**src/design/srrs_map.svh**
```systemverilog
// constants for the transceiver reconfiguration reset and status block
`ifndef SRRS_MAP_SVH
`define SRRS_MAP_SVH
// clock rate in kHz and minimum power-down hold in microseconds
`define SRRS_CLK_KHZ 20000
`define SRRS_PD_MIN_US 2000
// power-down hold count in cycles, rounded up
`define SRRS_PD_MIN_CYC ((`SRRS_PD_MIN_US * `SRRS_CLK_KHZ + 999) / 1000)
// settle cycles for lock after a reset release
`define SRRS_LOCK_CYC 16'h0010
// counter width
`define SRRS_CNT_W 16
// reset, zero and one values
`define SRRS_ZERO2 2'h0
`define SRRS_ZERO3 3'h0
`define SRRS_ZERO32 32'h0000_0000
`define SRRS_ONE32 32'h0000_0001
`define SRRS_ZERO16 16'h0000
`define SRRS_ONE16 16'h0001
`endif

```
**src/design/srrs_pkg.sv**
```systemverilog
// types for the transceiver reconfiguration reset and status block
package srrs_pkg;
    // reset sequencer states, gray along the usual path
    typedef enum logic [2:0] {
        SRRS_POWER_DOWN = 3'h0,
        SRRS_PLL_WAIT = 3'h1,
        SRRS_RX_WAIT = 3'h3,
        SRRS_RUN = 3'h2,
        SRRS_RECONFIG = 3'h6
    } srrs_state_t;
endpackage

```
**src/design/srrs_link_if.sv**
```systemverilog
// interface joining the transceiver end and the reconfiguration controller end
`timescale 1ns/1ps
interface srrs_link_if;
    logic reconfig_start; // start request for reconfiguration reset
    logic reconfig_done; // reconfiguration finished
    logic reconfig_busy; // controller busy with offset cancellation
    logic powerdown; // quad-wide power-down
    logic tx_pll_locked; // transmit pll locked
    logic rx_pll_locked; // receive cdr locked to reference
    logic rx_freq_locked; // cdr in lock-to-data mode
    logic [1:0] rx_disp_err; // disparity error per code group
    logic [1:0] rx_err_detect; // code or disparity error per code group
    modport xcvr (
        input reconfig_start, reconfig_done, powerdown,
        output reconfig_busy, tx_pll_locked, rx_pll_locked, rx_freq_locked, rx_disp_err, rx_err_detect
    );
    modport ctrl (
        output reconfig_start, reconfig_done, powerdown,
        input reconfig_busy, tx_pll_locked, rx_pll_locked, rx_freq_locked, rx_disp_err, rx_err_detect
    );
endinterface // srrs_link_if

```
**src/design/srrs_xcvr_end.sv**
```systemverilog
// transceiver end: reset sequencer and lock and error status
//
// Notes on behaviour
// [RQ1] start request begins reconfiguration reset sequence
// [RQ2] completion input finishes the reconfiguration reset
// [RQ3] start only during rate negotiation writes
// [RQ4] unused negotiation: tie start and done low
// [RQ5] transmit pll lock output, asynchronous
// [RQ6] receive cdr lock output, asynchronous
// [RQ7] lock mode high in lock-to-data
// [RQ8] power-down resets all but reference clocks; here cal_busy_r and the synchronisers are not reset by it
// [RQ9] same-quad users share one power-down
// [RQ10] power-down low or held two ms
// [RQ11] two-bit disparity error flag per group
// [RQ12] error flag: invalid code or disparity
// [RQ13] consumer separates errors using disparity bit
// [RQ14] design includes a reconfiguration block
// [RQ15] busy low first cycle, high during cancellation
// [RQ16] channel held in reset until completion
`timescale 1ns/1ps
`include "srrs_map.svh"
module srrs_xcvr_end
    import srrs_pkg::*;
(
    // clock and reset
    input wire logic ref_clk_in,
    input wire logic rst_n_in,
    // link to the reconfiguration controller
    srrs_link_if.xcvr link,
    // raw status from the analog transceiver (other domain)
    input wire logic pll_lock_raw_in,
    input wire logic cdr_lock_raw_in,
    input wire logic cdr_ltd_raw_in,
    input wire logic [1:0] code_err_in,
    input wire logic [1:0] disp_err_in,
    input wire logic cal_done_in,
    // user side status
    output logic chan_reset_out,
    output logic tx_pll_locked_out,
    output logic rx_pll_locked_out,
    output logic rx_ltd_out,
    output logic [1:0] rx_disp_err_out,
    output logic [1:0] rx_err_detect_out
);
    // ==========================================================
    // input synchronisers, three stages each
    // ==========================================================
    logic [2:0] s1_r; // first stage, read only by second
    logic [2:0] s2_r; // second stage
    logic [2:0] s3_r; // third stage
    logic [2:0] lvl_r; // accepted level
    // sync pll lock, cdr lock, cdr mode
    always_ff @(posedge ref_clk_in or negedge rst_n_in) begin
        if (!rst_n_in) begin
            s1_r <= `SRRS_ZERO3;
            s2_r <= `SRRS_ZERO3;
            s3_r <= `SRRS_ZERO3;
            // locks read as lost until proven, matching the idle pins
            lvl_r <= `SRRS_ZERO3;
        end else begin
            // stage one takes the raw levels from the analog side
            s1_r <= {cdr_ltd_raw_in, cdr_lock_raw_in, pll_lock_raw_in};
            s2_r <= s1_r;
            s3_r <= s2_r;
            // a change counts once stages two and three agree
            for (int i = 0; i < 3; i++) begin
                if (s2_r[i] == s3_r[i]) begin
                    lvl_r[i] <= s3_r[i];
                end
            end
        end
    end

    // ==========================================================
    // reset sequencer
    // ==========================================================
    srrs_state_t state_r; // sequencer state
    logic [`SRRS_CNT_W-1:0] cnt_r; // settle counter
    logic cal_busy_r; // offset cancellation running
    logic first_r; // first cycle after reset gone
    // sequencer walks power-down, pll, rx, run, reconfig
    always_ff @(posedge ref_clk_in or negedge rst_n_in) begin
        if (!rst_n_in) begin
            state_r <= SRRS_POWER_DOWN;
            cnt_r <= `SRRS_ZERO16;
        end else if (link.powerdown) begin
            // sequencer held in power-down and settle count cleared; offset cancellation busy keeps its value
            state_r <= SRRS_POWER_DOWN; // RQ8
            cnt_r <= `SRRS_ZERO16;
        end else begin
            case (state_r)
                SRRS_POWER_DOWN: begin
                    // power-down gone: start the release order afresh
                    state_r <= SRRS_PLL_WAIT;
                    cnt_r <= `SRRS_ZERO16;
                end
                SRRS_PLL_WAIT: begin
                    // wait for pll lock plus settle time
                    if (lvl_r[0] && cnt_r >= `SRRS_LOCK_CYC) begin
                        // lock has stood long enough, move on to the receiver
                        state_r <= SRRS_RX_WAIT; // RQ16
                        cnt_r <= `SRRS_ZERO16;
                    end else if (lvl_r[0]) begin
                        // locked, count the settle cycles
                        cnt_r <= cnt_r + `SRRS_ONE16;
                    end else begin
                        // lock lost or not yet seen, settle time starts over
                        cnt_r <= `SRRS_ZERO16;
                    end
                end
                SRRS_RX_WAIT: begin
                    // release channel once the cdr locks
                    // offset cancellation still running keeps the channel held
                    if (lvl_r[1] && !cal_busy_r) begin
                        state_r <= SRRS_RUN;
                    end
                end
                SRRS_RUN: begin
                    // start request opens the reconfiguration reset
                    if (link.reconfig_start) begin
                        state_r <= SRRS_RECONFIG; // RQ1
                    end
                end
                SRRS_RECONFIG: begin
                    // completion re-runs the normal release order
                    if (link.reconfig_done) begin
                        state_r <= SRRS_PLL_WAIT; // RQ2 RQ16
                        cnt_r <= `SRRS_ZERO16;
                    end
                end
                default: begin
                    // unused codes fall back to power-down
                    state_r <= SRRS_POWER_DOWN;
                end
            endcase
        end
    end

    // ==========================================================
    // controller busy during offset cancellation
    // ==========================================================
    // low one cycle after reset, then high until calibration done
    always_ff @(posedge ref_clk_in or negedge rst_n_in) begin
        if (!rst_n_in) begin
            first_r <= 1'b1;
            cal_busy_r <= 1'b0;
        end else begin
            first_r <= 1'b0;
            // raise wins over a done seen in the same cycle
            if (first_r) begin
                cal_busy_r <= 1'b1; // RQ15
            end else if (cal_done_in) begin
                // cancellation finished, controller free
                cal_busy_r <= 1'b0; // RQ15
            end
        end
    end
    // busy is driven from this end for the controller to watch
    assign link.reconfig_busy = cal_busy_r;

    // ==========================================================
    // status outputs, registered
    // ==========================================================
    // channel held in reset unless the sequencer runs
    always_ff @(posedge ref_clk_in or negedge rst_n_in) begin
        if (!rst_n_in) begin
            chan_reset_out <= 1'b1;
        end else begin
            chan_reset_out <= (state_r != SRRS_RUN); // RQ16
        end
    end

    // lock flags, pll locks dropped at once while power-down holds, lock-to-data a cycle later with the sequencer
    always_ff @(posedge ref_clk_in or negedge rst_n_in) begin
        if (!rst_n_in) begin
            tx_pll_locked_out <= 1'b0;
            rx_pll_locked_out <= 1'b0;
            rx_ltd_out <= 1'b0;
        end else begin
            tx_pll_locked_out <= lvl_r[0] && !link.powerdown; // RQ5
            rx_pll_locked_out <= lvl_r[1] && !link.powerdown; // RQ6
            // lock-to-data only reported once the channel runs
            rx_ltd_out <= lvl_r[2] && (state_r == SRRS_RUN); // RQ7
        end
    end

    // code group flags pass only while the channel runs
    always_ff @(posedge ref_clk_in or negedge rst_n_in) begin
        if (!rst_n_in) begin
            rx_disp_err_out <= `SRRS_ZERO2;
            rx_err_detect_out <= `SRRS_ZERO2;
        end else if (state_r == SRRS_RUN) begin
            // bit one and bit zero follow their own code group
            rx_disp_err_out <= disp_err_in; // RQ11
            // a disparity error also counts as a receive error
            rx_err_detect_out <= disp_err_in | code_err_in; // RQ12
        end else begin
            // receive path held in reset, flags read quiet
            rx_disp_err_out <= `SRRS_ZERO2;
            rx_err_detect_out <= `SRRS_ZERO2;
        end
    end

    // ==========================================================
    // link outputs
    // ==========================================================
    // the controller end sees the same registered status
    assign link.tx_pll_locked = tx_pll_locked_out;
    assign link.rx_pll_locked = rx_pll_locked_out;
    assign link.rx_freq_locked = rx_ltd_out;
    assign link.rx_disp_err = rx_disp_err_out;
    assign link.rx_err_detect = rx_err_detect_out;
endmodule // srrs_xcvr_end

```
**src/flat_wrapper.sv**
```systemverilog
// flat-port wrapper written by rule: the top's interface ports become plain ports
module srrs_xcvr_end_flat import srrs_pkg::*;
  (ref_clk_in, rst_n_in, pll_lock_raw_in, cdr_lock_raw_in, cdr_ltd_raw_in, code_err_in, disp_err_in, cal_done_in, chan_reset_out, tx_pll_locked_out, rx_pll_locked_out, rx_ltd_out, rx_disp_err_out, rx_err_detect_out, link_reconfig_start, link_reconfig_done, link_powerdown, link_reconfig_busy, link_tx_pll_locked, link_rx_pll_locked, link_rx_freq_locked, link_rx_disp_err, link_rx_err_detect);
  srrs_link_if link_i ();
  input wire logic ref_clk_in;
  input wire logic rst_n_in;
  input wire logic pll_lock_raw_in;
  input wire logic cdr_lock_raw_in;
  input wire logic cdr_ltd_raw_in;
  input wire logic [1:0] code_err_in;
  input wire logic [1:0] disp_err_in;
  input wire logic cal_done_in;
  output logic chan_reset_out;
  output logic tx_pll_locked_out;
  output logic rx_pll_locked_out;
  output logic rx_ltd_out;
  output logic [1:0] rx_disp_err_out;
  output logic [1:0] rx_err_detect_out;
  input wire logic [$bits(link_i.reconfig_start)-1:0] link_reconfig_start;
  input wire logic [$bits(link_i.reconfig_done)-1:0] link_reconfig_done;
  input wire logic [$bits(link_i.powerdown)-1:0] link_powerdown;
  output wire logic [$bits(link_i.reconfig_busy)-1:0] link_reconfig_busy;
  output wire logic [$bits(link_i.tx_pll_locked)-1:0] link_tx_pll_locked;
  output wire logic [$bits(link_i.rx_pll_locked)-1:0] link_rx_pll_locked;
  output wire logic [$bits(link_i.rx_freq_locked)-1:0] link_rx_freq_locked;
  output wire logic [$bits(link_i.rx_disp_err)-1:0] link_rx_disp_err;
  output wire logic [$bits(link_i.rx_err_detect)-1:0] link_rx_err_detect;
  assign link_i.reconfig_start = link_reconfig_start;
  assign link_i.reconfig_done = link_reconfig_done;
  assign link_i.powerdown = link_powerdown;
  assign link_reconfig_busy = link_i.reconfig_busy;
  assign link_tx_pll_locked = link_i.tx_pll_locked;
  assign link_rx_pll_locked = link_i.rx_pll_locked;
  assign link_rx_freq_locked = link_i.rx_freq_locked;
  assign link_rx_disp_err = link_i.rx_disp_err;
  assign link_rx_err_detect = link_i.rx_err_detect;
  srrs_xcvr_end u_core (.ref_clk_in(ref_clk_in), .rst_n_in(rst_n_in), .link(link_i), .pll_lock_raw_in(pll_lock_raw_in), .cdr_lock_raw_in(cdr_lock_raw_in), .cdr_ltd_raw_in(cdr_ltd_raw_in), .code_err_in(code_err_in), .disp_err_in(disp_err_in), .cal_done_in(cal_done_in), .chan_reset_out(chan_reset_out), .tx_pll_locked_out(tx_pll_locked_out), .rx_pll_locked_out(rx_pll_locked_out), .rx_ltd_out(rx_ltd_out), .rx_disp_err_out(rx_disp_err_out), .rx_err_detect_out(rx_err_detect_out));
endmodule
```
**config.mk**
```make
export PLATFORM = sky130hd
export DESIGN_NAME = srrs_xcvr_end_flat
export DESIGN_NICKNAME = d
export VERILOG_FILES = /design/src/design/srrs_pkg.sv /design/src/design/srrs_link_if.sv /design/src/design/srrs_xcvr_end.sv /design/src/flat_wrapper.sv
export VERILOG_INCLUDE_DIRS = /design/src /design/src/design
export SDC_FILE = /design/constraint.sdc
export NUM_CORES = 1
export LEC_CHECK = 0
export BUFFER_PORTS_ARGS = -buffer_cell sky130_fd_sc_hd__clkbuf_2
export CELL_PAD_IN_SITES_DETAIL_PLACEMENT = 0
export CELL_PAD_IN_SITES_GLOBAL_PLACEMENT = 2
export CORE_MARGIN = 3
export CORE_UTILIZATION = 38
export CTS_CLUSTER_DIAMETER = 30
export DETAILED_ROUTE_END_ITERATION = 10
export GPL_TIMING_DRIVEN = 0
export MAX_ROUTING_LAYER = met4
export PLACE_DENSITY_LB_ADDON = 0.1
export SLEW_MARGIN = 15
export SYNTH_ARGS = -nofsm -noshare
export SYNTH_HDL_FRONTEND = slang
export SYNTH_SLANG_ARGS = --single-unit
```
**constraint.sdc**
```tcl
create_clock -name ref_clk_in -period 4.65 [get_ports ref_clk_in]
set_input_delay 0 -clock ref_clk_in [delete_from_list [all_inputs] [get_ports ref_clk_in]]
set_output_delay 0 -clock ref_clk_in [all_outputs]
set_load 0.01 [all_outputs]
```
==> results of run 1 <==
cell usage after synthesis (2+ instances only):
cell and instances:
maj3_1 3, o21ai_0 7, nand2b_1 3, or4_1 3
and2_1 4, dfrtp_1 39, ha_1 2, o21ai_2 2
inv_1 13, o2111ai_1 2, a21oi_1 9, nor4_1 3
nand3_1 3, o211ai_1 2, dfstp_2 2, or3_1 6
nor2_1 16, xor2_1 2, buf_4 9, nand2_1 5
sequential cells by signal, indices dropped and copies added, names as in the netlist:
name                        cells
u_core.cnt_r                   16
u_core.state_r                  3
u_core.link.tx_pll_locked       1
u_core.link.rx_disp_err         2
u_core.link.rx_freq_locked      1
u_core.link.rx_pll_locked       1
u_core.chan_reset_out           1
u_core.s2_r                     3
u_core.s3_r                     3
u_core.link.reconfig_busy       1
u_core.lvl_r                    3
u_core.link.rx_err_detect       2
u_core.first_r                  1
u_core.s1_r                     3
stage by stage:
step | hold slack (ns) | total power, mW
detailed placement | 0.110 | 0.584
global placement | 0.110 | 0.581
CTS | 0.00103 | 0.821
global route | 0.00749 | 0.856
floorplan | -0.296 | 0.522
finish | 0.0109 | 0.808
cell families (layout without fill, tap and decap cells):
logic type | after synthesis | count (layout) | share of synthesized area, %
fa+ha+maj | 5 | 5 | 3.24
compound gates | 29 | 29 | 11.2
flops | 41 | 41 | 60.6
simple gates | 51 | 51 | 16.3
buf+inv | 24 | 70 | 7.37
xor+xnor | 2 | 2 | 1.03
other cells | 1 | 1 | 0.221
how the worst max path moves through the flow:
stage	startpoint	end	slack, ns	depth (start not counted)
after floorplan	u_core.cnt_r[0]$_DFFE_PN0P_	u_core.cnt_r[14]$_DFFE_PN0P_	3.08	5
after global placement	u_core.state_r[2]$_DFFE_PN0P_	u_core.cnt_r[3]$_DFFE_PN0P_	2.91	6
after detailed placement	u_core.state_r[2]$_DFFE_PN0P_	u_core.cnt_r[3]$_DFFE_PN0P_	2.89	6
after CTS	u_core.cnt_r[0]$_DFFE_PN0P_	u_core.cnt_r[14]$_DFFE_PN0P_	2.86	5
after global routing	u_core.state_r[2]$_DFFE_PN0P_	u_core.cnt_r[6]$_DFFE_PN0P_	2.74	7
final	u_core.cnt_r[0]$_DFFE_PN0P_	u_core.cnt_r[14]$_DFFE_PN0P_	2.88	5
layout make-up:
class	instances	area, um2
Inverter	13	48.8
Multi-Input combinational cell	88	543
Tap cell	50	62.6
Buffer	11	76.3
Clock inverter	3	17.5
Fill cell	415	2050
Clock buffer	5	68.8
Sequential cell	41	1030
Timing Repair Buffer	38	245
report_power, final:
group	internal (mW)	switching, mW
clock	0.104	0.123
combinational	0.0742	0.0914
sequential	0.392	0.0242
total	0.570	0.238
layer usage:
metal,global-route usage [%],vias up,part of all wire [%]
met5,-,-,0
met2,20.6,28,44
met4,5.53,0,1.3
met1,18.3,571,49
li1,-,605,-
met3,4.13,6,5.5
worst max-delay path: stages (launching register included):
cell and delay [ns]:
dfrtp_1 0.45, ha_1 0.23, and4_1 0.24, o21ai_2 0.11, or4_1 0.53, a21oi_1 0.15
==> metrics.txt, run 1 <==
Routed WL 3160 um; GRT Overall Usage 14.1%; grt ovf 0; Die X 72.8 um; syn_nets 168; CP arrival 1.99 ns; Nets 213; detail-routed net length per standard cell 12.7 um; register area share after synthesis 60.6%; Worst Skew 0.00235 ns; GP Congestion 0.762; Synth top area share 57.5%; pre-CTS setup slack 2.89 ns; clock sinks 41; cell area after placement 1890 um2; status complete, no violations; achievable clock frequency 0.564 GHz; core box area 4140 um2; endpoint type of the worst setup path register; Setup violations, final 0; antenna violations before repair 0; R2R depth 5; Seq cells post-synth 41; Detail Route Antenna Nets 0; Cell variety after synth 38; die footprint 5300 um2; placed cell count 230; largest net degree at the start of global routing 42; Via density 4.86; fin util 50.5%; peak supply drop 0.209 mV; Worst Hold Class primary input to register; Die H 72.8 um; HP Start link_reconfig_done; Final Max Tran Viols 0; CTS tree yes; Clock Latency Late Sink 0.29 ns; DP HPWL 2170 um; Post-Layout Cell Count 249; Boundary Pins 29; number of diodes 0; actual slew at the worst max-slew pin 1.00 ns; Hold Path End u_core.state_r[2]$_DFFE_PN0P_; synthesized instance count 153; routed vias 1210; crit path kind register to register; first drt pass iteration count 4; CP Launch Type register; number of synthesis warnings 0; FP Rows 23; Tcrit/Tclk final 38.2%; area leader, netlist dfrtp_1; reg2reg end u_core.cnt_r[14]$_DFFE_PN0P_; share of cells above drive strength 1 26.1%; worst reg2reg setup slack 2.88 ns; setup TNS 0 ns; Crit Reg-Reg Startpoint u_core.cnt_r[0]$_DFFE_PN0P_; # resized after CTS 0; CTS max path bufs 2; post-layout min period 1.77 ns; DRT iter0 DRCs 36; clock slew at reported path FFs 0.08 ns; residual DRC count 0; most common cell after layout, fill and taps aside dfrtp_1; Area growth syn-to-layout 23.2%; synth top area cells dfrtp_1, buf_4, nor2_1, dfstp_2, inv_1; mean area per synthesized cell 11.1 um2; total CTS buffers 5; Crit Path Max Fanout 6; Max-Cap Viols 0; P_leak 0.953 nW; highest-count cells in the layout ignoring fill and taps dfrtp_1, clkbuf_2, nor2_1, inv_1, dlygate4sd3_1; pwr/cell area 387 nW/um2; Post-CTS Hold Fix Bufs 11; H-tree levels 2; global-route wire length before repair 5510 um; cell area after synthesis 1700 um2; Rel. slew slack 33.2%; Initial Utilization 40.9%; hold depth 3; asr flop ratio synth 100%; Top FF cell, synth dfrtp_1; EDFF count, synth 0; final worst setup slack 2.88 ns; Clock Tree Root clkbuf_8; Final Hold Fails 0; RSZ-0062 raised after global routing no; WP data required 4.87 ns; via count of the first global-routing pass 1196; count of port buffers added during placement 27; post-CTS setup buffers 0; final instance area 2090 um2
Note: power is estimated with default switching activity, not from simulation.
==> inputs of run 2 (changes only) <==
--- a/config.mk
+++ b/config.mk
@@ -10,7 +10,7 @@
 export CELL_PAD_IN_SITES_DETAIL_PLACEMENT = 0
 export CELL_PAD_IN_SITES_GLOBAL_PLACEMENT = 2
 export CORE_MARGIN = 3
-export CORE_UTILIZATION = 38
+export CORE_UTILIZATION = 32
 export CTS_CLUSTER_DIAMETER = 30
 export DETAILED_ROUTE_END_ITERATION = 10
 export GPL_TIMING_DRIVEN = 0
==> constraint.sdc (replaced) <==
create_clock -name ref_clk_in -period 1.6 [get_ports ref_clk_in]
set_input_delay 0 -clock ref_clk_in [delete_from_list [all_inputs] [get_ports ref_clk_in]]
set_output_delay 0 -clock ref_clk_in [all_outputs]
set_load 0.01 [all_outputs]
==> run 2 against run 1 <==
  * The flow now finishes with violations (setup timing)
  * Wire length rose by 8.6%
  * Critical path depth grew 1
  * Sequential share of layout area is 5.0 points lower
  * Global-route usage fell by 1.9 points
  * Sequential power rose to 2.9 times the previous value
  * Clock-buffer cell count grew 1
  * Die area rose by 17%
  * Cell area up 12%
  * First-iteration DRC count is 33% higher
  * Critical endpoint is now u_core.cnt_r[9]$_DFFE_PN0P_
==> metrics.txt, run 2 (same netlist as run 1, synthesis figures left out) <==
detail-routed net length per standard cell 12.3 um (-3.1%); largest net degree at the start of global routing 42 (unchanged); H-tree levels 2 (unchanged); DP HPWL 2250 um (+3.5%); failing checks setup timing; Slowest-stage cell, CP or4_4; total chip power 2.66 mW (+230%); die footprint 6210 um2 (+17%); Clock Tree Root clkbuf_8; Via density 4.51 (-7.1%); Worst Skew 0.00646 ns (+0.00411 ns); clock sinks 41 (unchanged); pwr/cell area 1140 nW/um2 (+190%); RSZ-0062 raised after global routing yes; actual slew at the worst max-slew pin 0.998 ns (-0.00412 ns); slowest stage delay, CP 0.52 ns (about the same); Detail Route Antenna Nets 0 (unchanged); total CTS buffers 5 (unchanged); Nets 226 (+6.1%); Crit path max-delay family simple AND/OR/NAND/NOR gates; Die X 78.8 um (+8.2%); via count of the first global-routing pass 1269 (+6.1%); WP buf/inv 2 (+2); peak supply drop 0.640 mV (+210%); Multi-input gate area 616 um2 (+13%); highest-count cells in the layout ignoring fill and taps dfrtp_1, clkbuf_2, buf_4, nor2_1, inv_1; final instance area 2330 um2 (+12%); Final Max Tran Viols 0 (unchanged); Clock Latency Late Sink 0.29 ns (about the same); number of diodes 0 (unchanged); Layout fillers 475 (+14%); Hold WS 0.0127 ns (+0.00183 ns); count of port buffers added during placement 27 (unchanged); Boundary Pins 29 (unchanged); antenna violations before repair 0 (unchanged); post-layout min period 1.63 ns (-0.140 ns); clock slew at reported path FFs 0.08 ns (about the same); achievable clock frequency 0.612 GHz (+8.5%); Rel. slew slack 33.4% (+0.27 points); final worst setup slack -0.0345 ns (-2.91 ns); P_leak 1.04 nW (+9.6%); endpoint type of the worst setup path register; cell area after placement 1920 um2 (+1.1%); residual DRC count 0 (unchanged); CP Launch Type register; FP Rows 25 (+8.7%); most common cell after layout, fill and taps aside dfrtp_1; grt ovf 0 (unchanged); Die H 78.8 um (+8.2%); share of cells above drive strength 1 36.8% (+11 points); Cell Chain, Critical Path buf_6, and4b_1, buf_6, o21ai_4, or4_4, a21oi_2; Final Hold Fails 0 (unchanged); Area growth syn-to-layout 37.5%; register area 1030 um2 (+0.24%); Routed WL 3430 um (+8.6%); critical path's most frequent cell buf_6; routed vias 1259 (+4.0%); Largest register FFs 16 (unchanged); GRT Overall Usage 12.1% (-1.9 points); pre-CTS setup slack -0.153 ns (-3.04 ns); CTS tree yes; core box area 4910 um2 (+19%); status complete, but fails checks; crit path kind register to register; Crit Path Max Fanout 7 (+1); Setup violations, final 3 (+3); Most flops, register u_core.cnt_r; GP Congestion 0.742 (-2.6%); Max-Cap Viols 0 (unchanged); CTS max path bufs 2 (unchanged); global-route wire length before repair 5780 um (+4.9%); CP arrival 1.86 ns (-0.13 ns); DRT iter0 DRCs 48 (+33%); Initial Utilization 34.5% (-6.4 points); first drt pass iteration count 4 (unchanged); Worst Hold Class primary input to register; Tcrit/Tclk final 102% (+64 points); WP data required 1.82 ns (-3.05 ns)
## run 2: per-stage QoR
stage / util [%] / std cells / setup TNS, ns
after floorplan: - / 153 / 0
after global placement: 39.0 / 247 / -1.50
after detailed placement: 39.0 / 247 / -1.58
after CTS: 46.2 / 276 / -0.129
after global routing: 47.5 / 279 / -0.467
final: 47.5 / 279 / -0.0568
## run 2: report_power, final
group          total [mW]  switching [mW]  internal [mW]
registers            1.21          0.0644           1.14
logic               0.591           0.314          0.277
clock network       0.861           0.354          0.507
total                2.66           0.733           1.93
## run 2: worst register-to-register path, delay by kind of cell, from the launching register on
family	cells	cell delay, ns
AO/OA/AOI/OAI	2	0.22
flip-flops	1	0.35
buffers and inverters	2	0.27
AND/OR/NAND/NOR	2	0.73
## run 2: final cells by class
type / instances / area share, %
timing repair buffer: 51 / 14.9
clock buffer: 6 / 3.54
multi-input combinational: 88 / 26.4
buffer: 11 / 3.70
sequential: 41 / 44.2
clock inverter: 2 / 1.61
inverter: 13 / 2.09
tap: 67 / 3.59
## run 2: final timing paths
check                                              start                                     end  cells after the start  slack [ns]
hold / removal                        link_reconfig_done           u_core.state_r[2]$_DFFE_PN0P_                      3        0.01
setup reg to reg           u_core.state_r[2]$_DFFE_PN0P_             u_core.cnt_r[9]$_DFFE_PN0P_                      6       -0.03
setup / recovery           u_core.state_r[2]$_DFFE_PN0P_             u_core.cnt_r[9]$_DFFE_PN0P_                      6       -0.03
min in group asynchronous                       rst_n_in  u_core.link.rx_err_detect[1]$_DFF_PN0_                      2        0.42
max in group asynchronous                       rst_n_in           u_core.state_r[1]$_DFFE_PN0P_                      2        0.51
hold reg to reg                 u_core.s1_r[0]$_DFF_PN0_                u_core.s2_r[0]$_DFF_PN0_                      0        0.36
## run 2: per-layer routing
layer / up-vias / wire length, um / track usage (%)
met4: 0 / 19 / 3.61
li1: 630 / - / -
met2: 28 / 1590 / 18.8
met5: - / 0 / -
met1: 599 / 1660 / 15.5
met3: 2 / 163 / 3.63
## run 2: what timing repair did
| action | CTS | global route |
|---|---|---|
| pin swaps | 9 | 8 |
| resized for setup | 11 | 10 |
| buffers inserted | 10 | 3 |
| hold buffers | 11 | 0 |
| hold endpoints to repair | 48 | 0 |
| endpoints found under the setup margin | 12 | 12 |
